`src/design/irq_ctrl_pkg.sv`:
```
// Shared constants for the four-level vectored interrupt controller.
// Assumes a single 100 MHz core clock; peripheral clock equals core clock.
`default_nettype none
package irq_ctrl_pkg;
    localparam int unsigned NSRC = 15;
    // Configuration write selects
    localparam logic [2:0] SEL_EN_A = 3'h0;
    localparam logic [2:0] SEL_EN_B = 3'h1;
    localparam logic [2:0] SEL_PH_A = 3'h2;
    localparam logic [2:0] SEL_PH_B = 3'h3;
    localparam logic [2:0] SEL_PL_A = 3'h4;
    localparam logic [2:0] SEL_PL_B = 3'h5;
    // Field positions and masks
    localparam int unsigned GLOBAL_EN_BIT = 7;
    localparam logic [7:0] REG_A_MASK = 8'hff;
    localparam logic [7:0] PRIO_A_MASK = 8'h7f;
    localparam logic [7:0] REG_B_MASK = 8'h5f;
    localparam logic [14:0] RSVD_MASK = 15'h5000;
    localparam logic [14:0] TIMER_MASK = 15'h000a;
    localparam logic [14:0] EXT_MASK = 15'h0005;
    localparam logic [7:0] REG_RST = 8'h00;
    // Source ranks
    localparam logic [3:0] SRC_EXT_A = 4'h0;
    localparam logic [3:0] SRC_EXT_B = 4'h2;
    // Vectors
    localparam logic [15:0] VEC_BASE = 16'h0003;
    localparam int unsigned VEC_SHIFT = 3;
    // Sampling: one peripheral cycle of 6 peripheral clock periods
    localparam int unsigned PERIPH_CYCLE_PCLK = 6;
    localparam int unsigned PCLK_PER_REF = 1;
    localparam logic [2:0] SAMPLE_LAST =
        3'(PERIPH_CYCLE_PCLK * PCLK_PER_REF - 1);
endpackage : irq_ctrl_pkg
`default_nettype wire

```
`src/design/ext_pin_detect.sv`:
```
// External interrupt pin sampler: low-level or falling-edge detection.
// Assumes pins synchronous to ref_clk and a one-cycle sample enable.
`default_nettype none
module ext_pin_detect (
    input  wire logic       ref_clk,
    input  wire logic       sys_rst,
    input  wire logic       sample_en,
    input  wire logic [1:0] pin_n,
    input  wire logic [1:0] ext_trigger_select,
    output logic      [1:0] pin_req
);
    typedef struct packed {
        logic [1:0] last;
        logic [1:0] req;
    } det_s;

    det_s s_q;
    det_s s_d;

    always_comb begin
        s_d = s_q;
        s_d.req = 2'h0;
        if (sample_en) begin
            for (int i = 0; i < 2; i++) begin
                if (ext_trigger_select[i]) begin
                    s_d.req[i] = s_q.last[i] & ~pin_n[i]; // [RQ12]
                end else begin
                    s_d.req[i] = ~pin_n[i]; // [RQ12]
                end
            end
            s_d.last = pin_n; // [RQ14]
        end
    end

    always_ff @(posedge ref_clk) begin
        if (sys_rst) begin
            s_q <= '{last: 2'h3, req: 2'h0};
        end else begin
            s_q <= s_d;
        end
    end

    assign pin_req = s_q.req;
endmodule : ext_pin_detect
`default_nettype wire

```
`src/design/four_level_vectored_irq_ctrl.sv`:
```
// Vectored interrupt controller: 13 sources in 15 ranks, four priority levels.
// Assumes the execution unit pulses cpu_ack when it takes the vector
// and irq_return_instr when the return instruction executes.
`default_nettype none
// Contract
// (RQ1) Every request latched into a pending flag
// (RQ2) Priority level is high bit, low bit
// (RQ3) Only strictly higher level pre-empts service
// (RQ4) Highest pending level granted first
// (RQ5) Ties resolved by fixed polling rank
// (RQ6) Vector is 0x0003 plus eight times rank
// (RQ7) Hardware clears edge and timer flags
// (RQ8) Unit finishes instruction, pushes, loads vector
// (RQ9) Return releases the active service level
// (RQ10) Two enable, four priority 8-bit registers
// (RQ11) Settings writable anytime, effective immediately
// (RQ12) Pins low-level or falling-edge per select
// (RQ13) Global enable gates all sources
// (RQ14) Pins sampled once per peripheral cycle
// (RQ15) Track in-service levels for nested unwind
// (RQ16) Reserved slots never raise requests
module four_level_vectored_irq_ctrl (
    input  wire logic        ref_clk,
    input  wire logic        sys_rst,
    input  wire logic        cfg_wr,
    input  wire logic [2:0]  cfg_sel,
    input  wire logic [7:0]  cfg_wdata,
    input  wire logic        ext_irq_pin_a,
    input  wire logic        ext_irq_pin_b,
    input  wire logic [1:0]  ext_trigger_select,
    input  wire logic        timer0_ovf,
    input  wire logic        timer1_ovf,
    input  wire logic        serial_irq,
    input  wire logic        decoder_irq,
    input  wire logic        audio_irq,
    input  wire logic        card_irq,
    input  wire logic        twowire_irq,
    input  wire logic        spi_irq,
    input  wire logic        adc_irq,
    input  wire logic        usb_irq,
    input  wire logic [3:0]  key_matrix_irq_in,
    input  wire logic [14:0] sw_flag_clear,
    input  wire logic        cpu_ack,
    input  wire logic        irq_return_instr,
    output logic      [7:0]  irq_enable_reg_a,
    output logic      [7:0]  irq_enable_reg_b,
    output logic      [7:0]  prio_high_reg_a,
    output logic      [7:0]  prio_high_reg_b,
    output logic      [7:0]  prio_low_reg_a,
    output logic      [7:0]  prio_low_reg_b,
    output logic      [14:0] pending_flags,
    output logic      [3:0]  in_service_levels,
    output logic             irq_request,
    output logic      [15:0] irq_vector,
    output logic      [1:0]  irq_level,
    output logic      [3:0]  irq_source
);
    typedef struct packed {
        logic [7:0]  ena;
        logic [7:0]  enb;
        logic [7:0]  pha;
        logic [7:0]  phb;
        logic [7:0]  pla;
        logic [7:0]  plb;
        logic [14:0] pend;
        logic [3:0]  isv;
        logic        req;
        logic [15:0] vec;
        logic [1:0]  lvl;
        logic [3:0]  src;
        logic [2:0]  div;
    } ctrl_s;

    ctrl_s s_q;
    ctrl_s s_d;

    logic        sample_en;
    logic [1:0]  pin_req;
    logic [14:0] src_set;
    logic [14:0] elig;
    logic [14:0] ph_all;
    logic [14:0] pl_all;
    logic        found;
    logic [1:0]  best_lvl;
    logic [3:0]  best_src;
    logic        isv_any;
    logic [1:0]  isv_top;
    logic        grant_ok;
    logic        ack_ok;

    assign sample_en = (s_q.div == irq_ctrl_pkg::SAMPLE_LAST); // [RQ14]

    ext_pin_detect u_pins (
        .ref_clk            (ref_clk),
        .sys_rst            (sys_rst),
        .sample_en          (sample_en),
        .pin_n              ({ext_irq_pin_b, ext_irq_pin_a}),
        .ext_trigger_select (ext_trigger_select),
        .pin_req            (pin_req)
    );

    always_comb begin
        src_set = {1'b0, usb_irq, 1'b0,
                   sample_en & (|key_matrix_irq_in),
                   adc_irq, spi_irq, twowire_irq, card_irq, audio_irq,
                   decoder_irq, serial_irq, timer1_ovf, pin_req[1],
                   timer0_ovf, pin_req[0]}; // [RQ1]
        ph_all = {s_q.phb, s_q.pha[6:0]};
        pl_all = {s_q.plb, s_q.pla[6:0]};
        elig = s_q.pend & {s_q.enb, s_q.ena[6:0]} & ~irq_ctrl_pkg::RSVD_MASK
             & {15{s_q.ena[irq_ctrl_pkg::GLOBAL_EN_BIT]}}; // [RQ13] [RQ16]
        found = 1'b0;
        best_lvl = 2'h0;
        best_src = 4'h0;
        for (int r = 14; r >= 0; r--) begin
            // Descending scan: lower rank overwrites on a tie [RQ5]
            if (elig[r] && (!found || {ph_all[r], pl_all[r]} >= best_lvl))
            begin
                found = 1'b1;
                best_lvl = {ph_all[r], pl_all[r]}; // [RQ2] [RQ4]
                best_src = 4'(r);
            end
        end
        isv_any = |s_q.isv;
        isv_top = 2'h0;
        for (int l = 0; l < 4; l++) begin
            if (s_q.isv[l]) begin
                isv_top = 2'(l);
            end
        end
        grant_ok = found && (!isv_any || best_lvl > isv_top); // [RQ3]
        ack_ok = cpu_ack && s_q.req; // [RQ8]
    end

    always_comb begin
        s_d = s_q;
        s_d.div = sample_en ? 3'h0 : s_q.div + 3'h1;
        if (cfg_wr) begin // [RQ10] [RQ11]
            case (cfg_sel)
                irq_ctrl_pkg::SEL_EN_A: s_d.ena = cfg_wdata
                                        & irq_ctrl_pkg::REG_A_MASK;
                irq_ctrl_pkg::SEL_EN_B: s_d.enb = cfg_wdata
                                        & irq_ctrl_pkg::REG_B_MASK;
                irq_ctrl_pkg::SEL_PH_A: s_d.pha = cfg_wdata
                                        & irq_ctrl_pkg::PRIO_A_MASK;
                irq_ctrl_pkg::SEL_PH_B: s_d.phb = cfg_wdata
                                        & irq_ctrl_pkg::REG_B_MASK;
                irq_ctrl_pkg::SEL_PL_A: s_d.pla = cfg_wdata
                                        & irq_ctrl_pkg::PRIO_A_MASK;
                irq_ctrl_pkg::SEL_PL_B: s_d.plb = cfg_wdata
                                        & irq_ctrl_pkg::REG_B_MASK;
                default: s_d.ena = s_q.ena;
            endcase
        end
        // Hardware clear on vectoring, software clear, set wins [RQ7]
        s_d.pend = s_q.pend & ~sw_flag_clear;
        if (ack_ok && (irq_ctrl_pkg::TIMER_MASK[s_q.src] ||
            (s_q.src == irq_ctrl_pkg::SRC_EXT_A && ext_trigger_select[0]) ||
            (s_q.src == irq_ctrl_pkg::SRC_EXT_B && ext_trigger_select[1])))
        begin
            s_d.pend[s_q.src] = 1'b0; // [RQ7]
        end
        s_d.pend = (s_d.pend | src_set) & ~irq_ctrl_pkg::RSVD_MASK; // [RQ1]
        // Return releases the top level, then a taken grant enters service
        if (irq_return_instr && isv_any) begin
            s_d.isv[isv_top] = 1'b0; // [RQ9] [RQ15]
        end
        if (ack_ok) begin
            s_d.isv[s_q.lvl] = 1'b1; // [RQ15]
        end
        s_d.req = grant_ok && !ack_ok;
        s_d.lvl = best_lvl;
        s_d.src = best_src;
        s_d.vec = irq_ctrl_pkg::VEC_BASE
                + 16'({best_src, 3'h0}); // [RQ6]
    end

    always_ff @(posedge ref_clk) begin
        if (sys_rst) begin
            s_q <= '0;
        end else begin
            s_q <= s_d;
        end
    end

    assign irq_enable_reg_a  = s_q.ena;
    assign irq_enable_reg_b  = s_q.enb;
    assign prio_high_reg_a   = s_q.pha;
    assign prio_high_reg_b   = s_q.phb;
    assign prio_low_reg_a    = s_q.pla;
    assign prio_low_reg_b    = s_q.plb;
    assign pending_flags     = s_q.pend;
    assign in_service_levels = s_q.isv;
    assign irq_request       = s_q.req;
    assign irq_vector        = s_q.vec;
    assign irq_level         = s_q.lvl;
    assign irq_source        = s_q.src;
endmodule : four_level_vectored_irq_ctrl
`default_nettype wire

```
`config.mk`:
```
export PLATFORM = sky130hd
export DESIGN_NAME = four_level_vectored_irq_ctrl
export DESIGN_NICKNAME = d
export VERILOG_FILES = /design/src/design/irq_ctrl_pkg.sv /design/src/design/ext_pin_detect.sv /design/src/design/four_level_vectored_irq_ctrl.sv
export SDC_FILE = /design/constraint.sdc
export NUM_CORES = 1
export LEC_CHECK = 0
export BUFFER_PORTS_ARGS = -buffer_cell sky130_fd_sc_hd__buf_4
export CAP_MARGIN = 10
export CORE_ASPECT_RATIO = 0.75
export CORE_UTILIZATION = 48
export DETAILED_ROUTE_END_ITERATION = 8
export PLACE_DENSITY = 0.74
export SETUP_SLACK_MARGIN = 0.5
export SLEW_MARGIN = 5
export SYNTH_ARGS = -nofsm -noshare
export SYNTH_HDL_FRONTEND = slang
export SYNTH_HIERARCHICAL = 1
export SYNTH_SLANG_ARGS = --single-unit
```
`constraint.sdc`:
```
create_clock -name ref_clk -period 13.9 [get_ports ref_clk]
set_clock_uncertainty 0.15 [all_clocks]
set_input_delay 2.085 -clock ref_clk [delete_from_list [all_inputs] [get_ports ref_clk]]
set_output_delay 2.085 -clock ref_clk [all_outputs]
set_load 0.1 [all_outputs]
```
==> results of run 1 <==
-- layout by cell type (no fill, tap or decap), types with 13 or more instances in the layout --
cell,Yosys,routed
buf_4,91,213
dfxtp_1,73,70
nor2_1,71,67
nand2_1,61,53
mux2i_1,33,33
inv_1,31,29
a21oi_1,29,22
conb_1,1,20
nand3_1,18,17
ha_1,22,16
a31oi_1,16,13
-- state kept, by name, summed over array words and instances (netlist names), named ones only --
register           cells
irq_enable_reg_a       8
irq_level              2
irq_vector             1
irq_request            1
u_pins/s_q             2
pending_flags         13
s_q                    3
in_service_levels      4
prio_high_reg_a        7
irq_enable_reg_b       6
u_pins/pin_req         2
prio_high_reg_b        6
prio_low_reg_a         7
prio_low_reg_b         6
irq_source             4
-- metal layers --
layer | GRT usage (%) | vias up | part of all wire, %
met5 | 0 | - | 0
met4 | 13.6 | 0 | 3.3
met3 | 7.15 | 46 | 8.7
met2 | 48.0 | 261 | 46
met1 | 36.6 | 2265 | 42
li1 | - | 2266 | -
-- repair_timing --
action,in CTS,in global routing
hold buffers,0,0
pin swaps,46,56
resized for setup,46,34
endpoints found under the setup margin,8,8
buffers inserted,42,15
-- Yosys cell counts, drive strengths merged, types with 3 or more instances --
cell     instances
buf             92
dfxtp           73
nor2            71
nand2           61
mux2i           33
inv             31
a21oi           29
ha              22
nand3           18
a31oi           16
nor3            14
clkbuf          12
o21ai           12
nand2b          11
nor2b           10
and3             7
a211oi           6
and2             6
a21o             5
nand4            5
a211o            4
a22oi            4
or2              4
or3              4
a2111oi          3
a31o             3
o211a            3
-- final timing paths --
path | from | to | slack [ps] | cells after the start
setup / recovery | pending_flags[13] | irq_request | -810 | 83
hold / removal | u_pins/pin_req[0] | pending_flags[0] | 300 | 2
setup reg to reg | pending_flags[13] | irq_request | -810 | 83
hold reg to reg | u_pins/pin_req[0] | pending_flags[0] | 300 | 2
-- through the flow --
| step | TNS [ps] | hold WS (ps) | power (W) | area [µm²] | setup WS, ps |
|---|---|---|---|---|---|
| 4_1_cts | -365 | 301 | 0.000563 | 6500 | -299 |
| 2_1_floorplan | 0 | 289 | 0.000310 | 4990 | 51.4 |
| 6_report | -4030 | 300 | 0.000562 | 6820 | -811 |
| 5_1_grt | -7970 | 324 | 0.000579 | 6820 | -1320 |
| 3_5_place_dp | -2680 | 287 | 0.000326 | 5630 | -932 |
| 3_3_place_gp | -864 | 267 | 0.000325 | 5630 | -447 |
-- worst reg2reg max path, delay by kind of cell, from the launching register on --
family          cells  cell delay [ps]
compound gates     30             6070
buf+inv            10             1160
flops               1              330
fa+ha+maj          12             2930
simple gates       31             3970
-- power groups by stage --
stage / logic [W] / registers (W) / clock network [W]
after floorplan: 0.0000861 / 0.000224 / 0
after global placement: 0.0000992 / 0.000226 / 0
after detailed placement: 0.000101 / 0.000226 / 0
after CTS: 0.000102 / 0.000221 / 0.000240
after global routing: 0.000108 / 0.000222 / 0.000249
final: 0.000104 / 0.000222 / 0.000237
-- cell families after synthesis --
logic type      synth area share (%)
compound gates                  16.2
fa+ha+maj                       5.75
buf+inv                         18.1
flops                           30.5
mux                             6.90
other cells                   0.0783
simple gates                    22.5
-- final cells by class --
type                            count  area share, %
Clock buffer                       12           4.08
Clock inverter                      4          0.459
Inverter                           31           1.78
Multi-Input combinational cell    408           45.1
Sequential cell                    73           21.5
Tap cell                          132           2.42
Timing Repair Buffer              220           24.6
==> flow_summary.yaml, run 1 <==
outcome:
  status: "finished, violations left"
  violations: "negative setup slack"
synthesis:
  synthTopCellsByArea: "dfxtp_1, buf_4, mux2i_1"
  yosys.area.top_type: "dfxtp_1"
  syn_inst: 597
  ys_async_sr_fraction_pct: 0
  avgSynthCellArea_um2: 8.02
  ys_warn_count: 6
  synth-edff-count: 0
  ys.flop_type: "dfxtp_1"
  ys_ff_latch: 73
  seq_area_frac_synth_pct: 30.5
  yosysUniqueCellTypes: 69
  synth_top_area_share_pct: 30.5
  syn_area_um2: 4790
clocking:
  ctsLongestPathBuffers: 2
  cts_tree: "done"
  numCtsBuffers: 9
  clk_latency_ps: 350
  cts.sink_count: 73
  path_clk_slew_ps: 60
  root_buffer: "clkbuf_16"
  htree_levels: 3
pwr:
  clockPowerShare_pct: 42.1
  swShare_pct: 32.1
  p_comb_share_pct: 18.4
  p_switching_w: 0.000180
  leakagePower_nw: 3.10
  power_density_nw_per_um2: 82.5
  p_int_w: 0.000382
  seq_power_share_pct: 39.5
  ir_drop_uv: 81.3
detailed_routing:
  antenna_left: 0
  wl_per_cell_um: 17.8
  post-route-drc-count: 0
  vias: 4838
  drtIter0Drc: 347
  dr.pass1.iters: 5
  viasPerCell: 5.50
  drt_wl_total_um: 15600
cells_and_area:
  fillers: 724
  multi_input_area_um2: 3070
  final_util_pct: 70.6
  fin_cells: 880
  drive_gt1_share_pct: 44.1
  nets: 814
  area_growth_pct: 42.4
  n_antenna_cell: 0
  seq_area_um2: 1470
worst_setup_path:
  max_stage_delay_ps: 400
  arrival_ps: 14800
  worstPathRequired_ps: 13990
  critPathMaxFanout: 5
  critPathBufInv: 10
  cp_top_family: "compound AO/OA/AOI/OAI gates"
  end_kind: "register"
  crit_path_start_kind: "register"
  critPathKind: "reg -> reg"
  slowest_stage: "a221o_2"
  cp_common_cell: "nand2b_4"
placed_design:
  gp_congestion: 0.912
  portBuffers: 116
  place_inst: 807
  place_hpwl_um: 10300
global_route:
  grt_overflow: 0
  grt_max_degree: 69
  grt_pass1_vias: 4547
  grt_util_all_layers_pct: 29.2
  antenna_found_initial: 0
  grt_first_pass_wirelength_um: 23100
timing:
  tightest_slew_ps: 1110
  rsz0062_at_grt: "yes"
  max_freq_mhz: 68.0
  slew_viol_final: 0
  finalCritPeriodShare_pct: 106
  min_period_ps: 14710
  relSlewSlack_pct: 24.1
  finalSetupViolCount: 8
  finalWorstSetupSlack_ps: -811
  final-hold-violation-count: 0
die:
  core_area_um2: 9660
  die_area_um2: 10400
  rows: 31
  start_util_pct: 49.6
  die_height_um: 88.5
  ios: 139
  die_x_um: 117
job:
  cap_violations: 0
min_path:
  hp-class: "reg -> reg"
Power figures use the tool's default switching activity.
==> run 2: changes to the inputs <==
CORE_MARGIN = 2   (was default)
CORE_UTILIZATION = 35   (was 48)
PLACE_DENSITY = 0.56   (was 0.74)
==> run 2 against run 1 <==
The flow still finishes with violations (negative setup slack). Hold slack gained 1.8 ps. Sequential share of layout area up 0.60 points. Register-to-register slack gained 480 ps. First-iteration DRC count is 34% lower. Final area decreased by 2.7%. Utilization down 20 points. Worst setup slack better by 480 ps. Sequential power about the same. Combinational power barely moved. Clock-buffer cell count down 1. Via count fell by 5.1%. Critical path type unchanged. Largest cell class unchanged. Largest power group unchanged. Highest routed layer unchanged.
==> flow_summary.yaml, run 2 (same netlist as run 1, synthesis figures left out) <==
worst_setup_path:
  slowest_stage: "a221o_2"
  critPathBufInv: 16
  critPathMaxFanout: 4
  arrival_ps: 14310
  max_stage_delay_ps: 390
  cp_common_cell: "buf_4"
  crit_path_start_kind: "register"
  worstPathRequired_ps: 13980
  critPathKind: "reg -> reg"
  cp_top_family: "compound AO/OA/AOI/OAI gates"
  end_kind: "register"
outcome:
  violations: "negative setup slack"
  status: "finished, violations left"
clocking:
  cts.sink_count: 73
  numCtsBuffers: 9
  htree_levels: 3
  path_clk_slew_ps: 60
  ctsLongestPathBuffers: 2
  clk_latency_ps: 340
  root_buffer: "clkbuf_16"
  cts_tree: "done"
global_route:
  grt_overflow: 0
  antenna_found_initial: 0
  grt_util_all_layers_pct: 20.0
  grt_first_pass_wirelength_um: 23100
  grt_pass1_vias: 4381
  grt_max_degree: 69
die:
  die_area_um2: 14600
  rows: 36
  core_area_um2: 13200
  start_util_pct: 36.4
  ios: 139
  die_height_um: 105
  die_x_um: 139
detailed_routing:
  viasPerCell: 5.09
  post-route-drc-count: 0
  wl_per_cell_um: 16.5
  drt_wl_total_um: 14900
  antenna_left: 0
  vias: 4589
  drtIter0Drc: 230
  dr.pass1.iters: 7
job:
  cap_violations: 0
cells_and_area:
  final_common_cell: "buf_4"
  n_antenna_cell: 0
  drive_gt1_share_pct: 42.2
  area_growth_pct: 38.5
  layout_common_cells: "buf_4, dfxtp_1, nor2_1"
  largest_reg_flops: 13
  nets: 796
placed_design:
  portBuffers: 116
  dp_slack_ps: -907
  place_hpwl_um: 11200
  gp_congestion: 0.914
timing:
  rsz0062_at_grt: "yes"
  min_period_ps: 14230
  slew_viol_final: 0
  finalCritPeriodShare_pct: 102
  final-hold-violation-count: 0
  max_freq_mhz: 70.3
  relSlewSlack_pct: 36.7
  tightest_slew_ps: 926
  finalWorstSetupSlack_ps: -327
  finalSetupViolCount: 4
pwr:
  power_density_nw_per_um2: 84.7
  leakagePower_nw: 2.99
  power_w: 0.000562
  ir_drop_uv: 82.5
min_path:
  hp-class: "reg -> reg"
## run 2: cell count changes in the layout (fill, tap and decap cells not counted), sizes merged
cell / change
clkbuf: -1
buf: -18
inv: -1
bufinv: +1
clkinv: +1
## run 2: through the flow
| step | util, % | hold WS (ps) | cell area [µm²] | TNS [ps] | std cells |
|---|---|---|---|---|---|
| floorplan | - | 289 | 4990 | 0 | 616 |
| global placement | 43.1 | 276 | 5670 | -1340 | 846 |
| detailed placement | 43.1 | 287 | 5670 | -3390 | 846 |
| CTS | 48.6 | 306 | 6390 | -627 | 892 |
| global route | 50.4 | 342 | 6630 | -5730 | 901 |
| finish | 50.4 | 302 | 6630 | -901 | 901 |
## run 2: worst paths after layout
path / start / to / slack, ps / cells after the start
worst min register to register: u_pins/pin_req[1] / pending_flags[2] / 300 / 2
worst min-delay path: u_pins/pin_req[1] / pending_flags[2] / 300 / 2
worst max register to register: pending_flags[13] / irq_request / -330 / 84
worst max-delay path: pending_flags[13] / irq_request / -330 / 84
## run 2: what timing repair did
item / 4_1_cts / 5_1_grt
setup buffers: 30 / 9
resized for setup: 34 / 34
cloned: 0 / 0
endpoints found under the setup margin: 8 / 8
pin swaps: 37 / 41
hold buffers: 0 / 0
## run 2: report_power, final
| part | leakage, nW | internal [W] | switching, W |
|---|---|---|---|
| combinational | 2.25 | 0.0000240 | 0.0000793 |
| sequential | 0.595 | 0.000215 | 0.00000722 |
| clock | 0.144 | 0.000141 | 0.0000957 |
## run 2: area by class of cell
cell class / count / area, µm²
Fill cell: 1294 / 6520
Multi-Input combinational cell: 408 / 2990
Timing Repair Buffer: 202 / 1540
Sequential cell: 73 / 1470
Clock buffer: 11 / 233
Tap cell: 171 / 214
Inverter: 31 / 121
Clock inverter: 5 / 65.1
## run 2: routing by layer
| layer | vias up | share of wire [%] | global-route usage, % | wire, µm |
|---|---|---|---|---|
| li1 | 2228 | - | - | - |
| met1 | 2159 | 48 | 28.4 | 7140 |
| met2 | 184 | 42 | 29.1 | 6240 |
| met3 | 18 | 8.4 | 5.91 | 1250 |
| met4 | 0 | 1.7 | 5.99 | 249 |
| met5 | - | 0 | 0 | 0 |
## run 2: worst min-delay path, cell delays in order (launching register included)
cell and delay (ps):
dfxtp_1 310, a31oi_1 40, nor2_1 70
